$ cat src/qed_pkg.sv
package qed_pkg;

    // ********************************************************************
    // clock and timing
    // ********************************************************************
    localparam int unsigned CLK_HZ = 40_000_000;
    localparam int unsigned SAMPLE_HZ = 10_000;
    localparam int unsigned SAMPLE_DIV = CLK_HZ / SAMPLE_HZ;
    localparam int unsigned SAMPLE_W = 12;
    localparam logic [SAMPLE_W-1:0] SAMPLE_LAST = SAMPLE_W'(SAMPLE_DIV - 1);
    localparam int unsigned PWRUP_MS = 50;
    localparam int unsigned PWRUP_CYCLES = (CLK_HZ / 1000) * PWRUP_MS;
    localparam int unsigned INCR_VALID_NS = 500;
    localparam int unsigned INCR_VALID_CYCLES = (INCR_VALID_NS * (CLK_HZ / 1_000_000)) / 1000;

    // ********************************************************************
    // angle format: fine unit is half a step; with thresholds +2 and -1 the step is the fine angle halved, no hysteresis
    // ********************************************************************
    localparam int unsigned FINE_W = 9;
    localparam int unsigned STEP_W = 8;
    localparam logic signed [FINE_W-1:0] UP_THRESH = 9'sh002;
    localparam logic signed [FINE_W-1:0] DOWN_THRESH = -9'sh001;
    localparam logic [STEP_W-1:0] INDEX_STEP = 8'h00;

    // ********************************************************************
    // field magnitude limits
    // ********************************************************************
    localparam int unsigned MAG_W = 8;
    localparam logic [MAG_W-1:0] MAG_MIN = 8'h20;
    localparam logic [MAG_W-1:0] MAG_MAX = 8'hE0;

    // ********************************************************************
    // one-time-programmable word
    // ********************************************************************
    localparam int unsigned OTP_BITS = 16;
    localparam int unsigned OTP_CNT_W = 5;
    localparam int unsigned OTP_ZERO_LSB = 0;
    localparam int unsigned OTP_REV_BIT = 9;
    localparam logic [OTP_BITS-1:0] OTP_BLANK = 16'h0000;

    typedef enum logic [1:0] {
        ST_PWR_WAIT = 2'b00,
        ST_HOLD = 2'b01,
        ST_RUN = 2'b11
    } qed_state_type;

endpackage : qed_pkg

$ cat src/qed_otp_store.sv
`timescale 1ns/10ps
`default_nettype none
module qed_otp_store (
    input wire logic core_clk,
    input wire logic nrst,
    input wire logic otpBlank,
    input wire logic burn,
    input wire logic [qed_pkg::OTP_BITS-1:0] burnWord,
    output logic [qed_pkg::FINE_W-1:0] zeroFine,
    output logic reverseDirectionBit
);

    // fuse array survives nrst; only a blank part clears it
    logic [qed_pkg::OTP_BITS-1:0] fuse_q;
    logic [qed_pkg::OTP_BITS-1:0] active_q;
    logic loaded_q;

    // a burn that meets a clear in one cycle still lands
    always_ff @(posedge core_clk)
    begin
        if (burn)
            fuse_q <= (otpBlank ? qed_pkg::OTP_BLANK : fuse_q) | burnWord;
        else if (otpBlank)
            fuse_q <= qed_pkg::OTP_BLANK;
    end

    // new fuses take effect only after the next nrst release
    always_ff @(posedge core_clk or negedge nrst)
    begin
        if (!nrst)
        begin
            active_q <= qed_pkg::OTP_BLANK;
            loaded_q <= 1'b0;
        end
        else if (!loaded_q)
        begin
            active_q <= fuse_q;
            loaded_q <= 1'b1;
        end
    end

    assign zeroFine = active_q[qed_pkg::OTP_ZERO_LSB +: qed_pkg::FINE_W];
    assign reverseDirectionBit = active_q[qed_pkg::OTP_REV_BIT];

endmodule : qed_otp_store
`default_nettype wire

$ cat src/qed_encoder_out.sv
`timescale 1ns/10ps
`default_nettype none
module qed_encoder_out #(
    parameter int unsigned PWRUP_CYCLES = qed_pkg::PWRUP_CYCLES
) (
    input wire logic core_clk,
    input wire logic nrst,
    input wire logic powerUpHoldSelect,
    input wire logic [qed_pkg::FINE_W-1:0] angleIn,
    input wire logic [qed_pkg::MAG_W-1:0] fieldMag,
    input wire logic progEnable,
    input wire logic progClk,
    input wire logic progData,
    input wire logic otpBlank,
    input wire logic fieldRiseFlagI,
    input wire logic fieldFallFlagI,
    output logic chanA,
    output logic chanB,
    output logic chanIndex,
    output logic fieldRiseFlagO,
    output logic fieldRiseFlagOe,
    output logic fieldFallFlagO,
    output logic fieldFallFlagOe
);

    localparam int unsigned PWR_W = $clog2(PWRUP_CYCLES + 1);
    localparam logic [PWR_W-1:0] PWR_LAST = PWR_W'(PWRUP_CYCLES - 1);

    // ********************************************************************
    // helpers
    // ********************************************************************
    function automatic logic [qed_pkg::FINE_W-1:0] negFine(
        input logic [qed_pkg::FINE_W-1:0] v
    );
        negFine = qed_pkg::FINE_W'(~v + 1'b1);
    endfunction : negFine

    // ********************************************************************
    // sample divider and power-up timer
    // ********************************************************************
    logic [qed_pkg::SAMPLE_W-1:0] sampleCnt_q;
    logic [PWR_W-1:0] pwrCnt_q;
    logic pwrDone_q;
    wire sampleTick = (sampleCnt_q == qed_pkg::SAMPLE_LAST);

    always_ff @(posedge core_clk or negedge nrst)
    begin
        if (!nrst)
            sampleCnt_q <= '0;
        else if (sampleTick)
            sampleCnt_q <= '0;
        else
            sampleCnt_q <= sampleCnt_q + 1'b1;
    end

    always_ff @(posedge core_clk or negedge nrst)
    begin
        if (!nrst)
        begin
            pwrCnt_q <= '0;
            pwrDone_q <= 1'b0;
        end
        else if (!pwrDone_q)
        begin
            pwrCnt_q <= pwrCnt_q + 1'b1;
            pwrDone_q <= (pwrCnt_q == PWR_LAST);
        end
    end

    // ********************************************************************
    // hold strap and output enable sequence
    // ********************************************************************
    logic strapTaken_q;
    logic holdStrap_q;
    qed_pkg::qed_state_type state_q;
    qed_pkg::qed_state_type state_d;

    // strap caught by a clocked process right after reset release
    always_ff @(posedge core_clk or negedge nrst)
    begin
        if (!nrst)
        begin
            strapTaken_q <= 1'b0;
            holdStrap_q <= 1'b1;
        end
        else if (!strapTaken_q)
        begin
            strapTaken_q <= 1'b1;
            holdStrap_q <= powerUpHoldSelect;
        end
    end

    always_comb
    begin
        state_d = state_q;
        case (state_q)
            qed_pkg::ST_PWR_WAIT:
                if (pwrDone_q && strapTaken_q)
                    state_d = holdStrap_q ? qed_pkg::ST_HOLD : qed_pkg::ST_RUN;
            qed_pkg::ST_HOLD:
                if (!powerUpHoldSelect)
                    state_d = qed_pkg::ST_RUN;
            qed_pkg::ST_RUN:
                state_d = qed_pkg::ST_RUN;
            default:
                state_d = qed_pkg::ST_PWR_WAIT;
        endcase
    end

    always_ff @(posedge core_clk or negedge nrst)
    begin
        if (!nrst)
            state_q <= qed_pkg::ST_PWR_WAIT;
        else
            state_q <= state_d;
    end

    // ********************************************************************
    // zero position store and its programming shifter
    // ********************************************************************
    logic [qed_pkg::FINE_W-1:0] zeroFine;
    logic reverseDirectionBit;
    logic progClkPrev_q;
    logic progEnPrev_q;
    logic [qed_pkg::OTP_BITS-1:0] progShift_q;
    logic [qed_pkg::OTP_CNT_W-1:0] progCnt_q;
    // programming pins are sampled on core_clk; data taken at clock rise
    wire progRise = progClk && !progClkPrev_q && progEnable;
    wire progBurn = progEnPrev_q && !progEnable && (progCnt_q == qed_pkg::OTP_BITS);

    always_ff @(posedge core_clk or negedge nrst)
    begin
        if (!nrst)
        begin
            progClkPrev_q <= 1'b0;
            progEnPrev_q <= 1'b0;
            progShift_q <= qed_pkg::OTP_BLANK;
            progCnt_q <= '0;
        end
        else
        begin
            progClkPrev_q <= progClk;
            progEnPrev_q <= progEnable;
            if (!progEnable)
                progCnt_q <= '0;
            else if (progRise && progCnt_q != qed_pkg::OTP_BITS)
            begin
                progShift_q <= {progShift_q[qed_pkg::OTP_BITS-2:0], progData};
                progCnt_q <= progCnt_q + 1'b1;
            end
        end
    end

    qed_otp_store otpStore (
        .core_clk(core_clk),
        .nrst(nrst),
        .otpBlank(otpBlank),
        .burn(progBurn),
        .burnWord(progShift_q),
        .zeroFine(zeroFine),
        .reverseDirectionBit(reverseDirectionBit)
    );

    // ********************************************************************
    // position stepping, without hysteresis
    // ********************************************************************
    logic [qed_pkg::STEP_W-1:0] step_q;
    wire [qed_pkg::FINE_W-1:0] dirAngle =
        reverseDirectionBit ? negFine(angleIn) : angleIn;
    wire [qed_pkg::FINE_W-1:0] fineAngle = dirAngle + negFine(zeroFine);
    wire signed [qed_pkg::FINE_W-1:0] stepDiff = $signed(fineAngle + negFine({step_q, 1'b0}));
    wire moveUp = (stepDiff >= qed_pkg::UP_THRESH);
    wire moveDown = (stepDiff <= qed_pkg::DOWN_THRESH);

    // one step per sample; faster motion lags rather than skipping edges
    // while held the step tracks the angle, so enabling shows the true position
    always_ff @(posedge core_clk or negedge nrst)
    begin
        if (!nrst)
            step_q <= '0;
        else if (state_q != qed_pkg::ST_RUN)
            step_q <= fineAngle[qed_pkg::FINE_W-1:1];
        else if (sampleTick)
        begin
            if (moveUp)
                step_q <= step_q + 1'b1;
            else if (moveDown)
                step_q <= step_q - 1'b1;
        end
    end

    // ********************************************************************
    // quadrature and index outputs
    // ********************************************************************
    wire running = (state_q == qed_pkg::ST_RUN);
    wire quadA = step_q[1] ^ step_q[0];
    wire quadB = step_q[1];
    wire atIndex = (step_q == qed_pkg::INDEX_STEP);

    always_ff @(posedge core_clk or negedge nrst)
    begin
        if (!nrst)
        begin
            chanA <= 1'b1;
            chanB <= 1'b1;
            chanIndex <= 1'b1;
        end
        else
        begin
            chanA <= running ? quadA : 1'b1;
            chanB <= running ? quadB : 1'b1;
            chanIndex <= running ? atIndex : 1'b1;
        end
    end

    // ********************************************************************
    // field diagnostics
    // ********************************************************************
    logic [qed_pkg::MAG_W-1:0] prevMag_q;
    logic riseOn_q;
    logic fallOn_q;
    wire magBad = (fieldMag < qed_pkg::MAG_MIN) || (fieldMag > qed_pkg::MAG_MAX);

    always_ff @(posedge core_clk or negedge nrst)
    begin
        if (!nrst)
        begin
            prevMag_q <= '0;
            riseOn_q <= 1'b0;
            fallOn_q <= 1'b0;
        end
        else if (sampleTick)
        begin
            prevMag_q <= fieldMag;
            riseOn_q <= magBad || (fieldMag > prevMag_q);
            fallOn_q <= magBad || (fieldMag < prevMag_q);
        end
    end

    // open drain: the pad only ever sinks
    assign fieldRiseFlagO = 1'b0;
    assign fieldRiseFlagOe = riseOn_q;
    assign fieldFallFlagO = 1'b0;
    assign fieldFallFlagOe = fallOn_q;

    // pad readback is not needed by this logic
    wire unusedPads = fieldRiseFlagI ^ fieldFallFlagI;

endmodule : qed_encoder_out
`default_nettype wire

$ cat config.mk
export PLATFORM = sky130hd
export DESIGN_NAME = qed_encoder_out
export DESIGN_NICKNAME = d
export VERILOG_FILES = /design/src/qed_pkg.sv /design/src/qed_otp_store.sv /design/src/qed_encoder_out.sv
export SDC_FILE = /design/constraint.sdc
export NUM_CORES = 1
export LEC_CHECK = 0
export BUFFER_PORTS_ARGS = -buffer_cell sky130_fd_sc_hd__buf_2
export CORE_MARGIN = 2
export CORE_UTILIZATION = 61
export CTS_CLUSTER_DIAMETER = 30
export CTS_CLUSTER_SIZE = 8
export DETAILED_ROUTE_END_ITERATION = 6
export PLACE_DENSITY = 0.8
export SETUP_SLACK_MARGIN = 0.2
export SLEW_MARGIN = 25
export SYNTH_ARGS = -nofsm -noshare
export SYNTH_HDL_FRONTEND = slang
export SYNTH_SLANG_ARGS = --single-unit
$ cat constraint.sdc
create_clock -name core_clk -period 6.75 [get_ports core_clk]
set_clock_uncertainty 0.05 [all_clocks]
set_input_delay 0 -clock core_clk [delete_from_list [all_inputs] [get_ports core_clk]]
set_output_delay 0 -clock core_clk [all_outputs]
set_load 0.05 [all_outputs]
==> impl_metrics.csv <==
group,metric,value,unit
run_status,outcome,"complete, no violations",
pwr,power_leakage,2.724,nW
synth,synth_cell_types,61,
sta,fin_setup_tns,0,ps
worst_setup_path,cp_top_family,"compound AO/OA/AOI/OAI gates",
synth,yosys.area_share.adder,0.09334,
die,initial_utilization,0.6271,
place,place_ws,225.8,ps
synth,netlist.area_leader.share,0.3752,
synth,synth-compound-area-share,0.1208,
finish,area_growth,10.78,%
finish,fillers,652,
worst_setup_path,end_kind,"flop",
synth,synth_area_leader_cell,"dfrtp_1",
synth,synth.most_common_cell,"dfrtp_1",
synth,muxShareOfSynthArea,0.04438,
clock_tree,insertion_delay,360,ps
finish,finalNetCount,669,
routing,wl_met2,5040,microns
clock_tree,clock-sinks,96,
worst_setup_path,reg2reg_depth,26,
synth,synth-seq-cells,96,
worst_setup_path,crit_path_start_kind,"flop",
worst_setup_path,cp.required,6930,ps
die,die_h,98.69,microns
clock_tree,clk_pin_slew,100,ps
sta,worst_slew_pin_slew,904.3,ps
die,core_area,0.008721,sq mm
routing,routed-wl-met3,371,microns
place,routabilityCongestion,0.8996,
sta,fmaxAchievable,161.0,MHz
place,dp_hpwl,7293,microns
synth,synth_area_leaders,"dfrtp_1 (38%), ha_1 (8.2%), xnor2_1 (5.8%)",
synth,synth_top_family_by_area,"simple AND/OR/NAND/NOR gates",
worst_setup_path,path_max_fanout,10,
worst_setup_path,path_buf_inv,2,
synth,async_reset_ff_frac,0.8958,
routing,finalWirelength,10060,microns
synth,syn_inst,560,
sta,fin_crit,6212,ps
routing,met1_length,4500,microns
die,die_x,98.69,microns
clock_tree,htree_levels,3,
routing,first_pass_iters,4,
synth,yosys.area_share.simple,0.1711,
sta,holdWs,195.4,ps
synth,syn_avg_cell_area,9.766,sq um
sta,final-hold-violation-count,0,
routing,viasPerCell,5.562,
global_routing,grt_start_max_net_pins,87,
worst_setup_path,cpMostUsedCell,"a21o_1",
sta,finalMaxSlewViolations,0,
clock_tree,max-clock-path-buffers,2,
sta,min_period_over_period,0.9203,
die,dieArea,0.009739,sq mm
global_routing,grt_usage,0.2219,
sta,relSlewSlack,0.3971,
finish,drive_gt1_frac,0.1264,
worst_setup_path,slowest_stage,"dfrtp_1",
clock_tree,cts_root_buf,"clkbuf_8",
synth,synth-main-ff-cell,"dfrtp_1",
synth,synth_xor_area_frac,0.09472,
worst_setup_path,ff2ff_setup_slack,540,ps
pwr,powerDensity,231.2,mW/mm^2
finish,n_antenna_cell,0,
global_routing,overflow,0,
global_routing,grt_pass1_vias,3971,
routing,ant_nets,0,
synth,synth_edf_count,0,
synth,synth_common_cells,"dfrtp_1 (82), nand2_1 (55), inv_1 (48)",
finish,area.sequential,0.002357,sq mm
sta,setup_slack,537.8,ps
global_routing,grt_pass1_wl,17770,microns
die,rows,34,
place,port_buffers,28,
flow_run,maxCapViolations,0,
min_path,hold_class,"input pin to async pin",
synth,synth_warnings,0,
worst_setup_path,crit_arrival,6390,ps
sta,setup_violations,0,
routing,highest_layer,"met4",
worst_setup_path,worst-setup-path-type,"flop to flop",
routing,vias,3988,
routing,drc,0,
die,num_io_pins,33,
routing,first_iter_violations,147,
synth,seq_area_frac_synth,0.4310,
pwr,ir_drop,0.0001689,V
routing,wl_per_cell,14.03,microns
clock_tree,cts_made_buffers,9,
worst_setup_path,crit_cells,26,
synth,synth_area,0.005469,sq mm
global_routing,antenna_found_initial,0,
clock_tree,cts_tree,"built",
finish,multi_input_area,0.002897,sq mm
sta,rsz0062_at_grt,"no",
worst_setup_path,cpPeakStageDelay,490,ps
==> per-stage QoR <==
step	total power, mW	util	std cells	instance area (sq um)
2_1_floorplan	0.9287	-	561	5473
3_3_place_gp	1.006	0.6538	686	5702
4_1_cts	1.402	0.6931	717	6045
3_5_place_dp	1.030	0.6538	686	5702
6_report	1.401	0.6947	717	6058
5_1_grt	1.487	0.6947	717	6058
==> final timing paths <==
path | to | from
hold / removal | pwrCnt_q[19]$_DFFE_PN0N_ | nrst
min in group core_clk | progClkPrev_q$_DFF_PN0_ | progClk
setup reg to reg | step_q[7]$_DFFE_PN0P_ | otpStore.active_q[9]$_DFFE_PN0N_
setup / recovery | step_q[7]$_DFFE_PN0P_ | otpStore.active_q[9]$_DFFE_PN0N_
max in group asynchronous | step_q[7]$_DFFE_PN0P_ | nrst
hold reg to reg | otpStore.fuse_q[3]$_DFF_P_ | otpStore.fuse_q[3]$_DFF_P_
==> what timing repair did <==
| item | in CTS | in global routing |
|---|---|---|
| endpoints found under the hold margin | 112 | 0 |
| hold buffers | 14 | 0 |
| pin swaps | 1 | 0 |
| gates resized for setup | 1 | 2 |
| setup endpoints to repair | 1 | 1 |
| setup buffers | 1 | 0 |
==> cell usage in the layout (no fill, tap or decap), types with 5 or more instances in the layout <==
| cell | n |
|---|---|
| dfxtp_1 | 10 |
| o21ai_0 | 32 |
| o21a_1 | 6 |
| clkbuf_8 | 9 |
| a21oi_1 | 17 |
| mux2_2 | 14 |
| buf_2 | 27 |
| dfrtp_1 | 82 |
| nor2_1 | 37 |
| ha_1 | 36 |
| dlygate4sd3_1 | 14 |
| nand3_1 | 23 |
| and2_1 | 7 |
| a21o_1 | 10 |
| xor2_1 | 20 |
| xnor2_1 | 35 |
| inv_1 | 48 |
| mux2i_1 | 7 |
| nor3_1 | 12 |
| nand2b_1 | 7 |
| nand4_1 | 14 |
| nand2_1 | 55 |
| nor2b_1 | 5 |
==> logic make-up (layout without fill, tap and decap cells) <==
| family | Yosys count | in the layout |
|---|---|---|
| compound gates | 97 | 97 |
| xor+xnor | 57 | 57 |
| fa+ha+maj | 39 | 39 |
| buf+inv | 60 | 108 |
| flops | 96 | 96 |
| mux | 22 | 22 |
| other cells | 2 | 3 |
| simple gates | 187 | 187 |
==> cell type report <==
class                           count  area share
Timing Repair Buffer               44     0.04977
Inverter                           48     0.02974
Clock inverter                      7     0.01053
Sequential cell                    96      0.3891
Clock buffer                        9     0.02045
Multi-Input combinational cell    405      0.4781
Tap cell                          108     0.02230
==> flip-flops by register name, summed over array words and instances, names as in the netlist, 2 cells and up <==
register / flops
progCnt_q: 5
otpStore.fuse_q: 10
prevMag_q: 8
progShift_q: 10
sampleCnt_q: 12
state_q: 2
otpStore.active_q: 10
step_q: 8
pwrCnt_q: 21
==> worst register-to-register path, delay by kind of cell, from the launching register on <==
family	cells	cell delay, ps
AOI/OAI and AO/OA	13	2740
DFF	1	490
buffers and inverters	2	410
xor gates and xnor gates	1	210
and+or+nand+nor	7	1280
adders and majority gates	3	920
==> routing by layer <==
metal / GRT usage / vias to the layer above
met4: 0.06112 / 0
met5: 0 / -
met1: 0.2916 / 1896
met3: 0.04113 / 14
li1: - / 2015
met2: 0.3804 / 63
==> report_power, final <==
part | switching [mW] | total, mW | leakage [nW] | internal, mW
registers | 0.0262 | 0.630 | 1.15 | 0.604
clock network | 0.217 | 0.359 | 0.0963 | 0.142
logic | 0.227 | 0.412 | 1.47 | 0.185
Power figures use the tool's default switching activity.
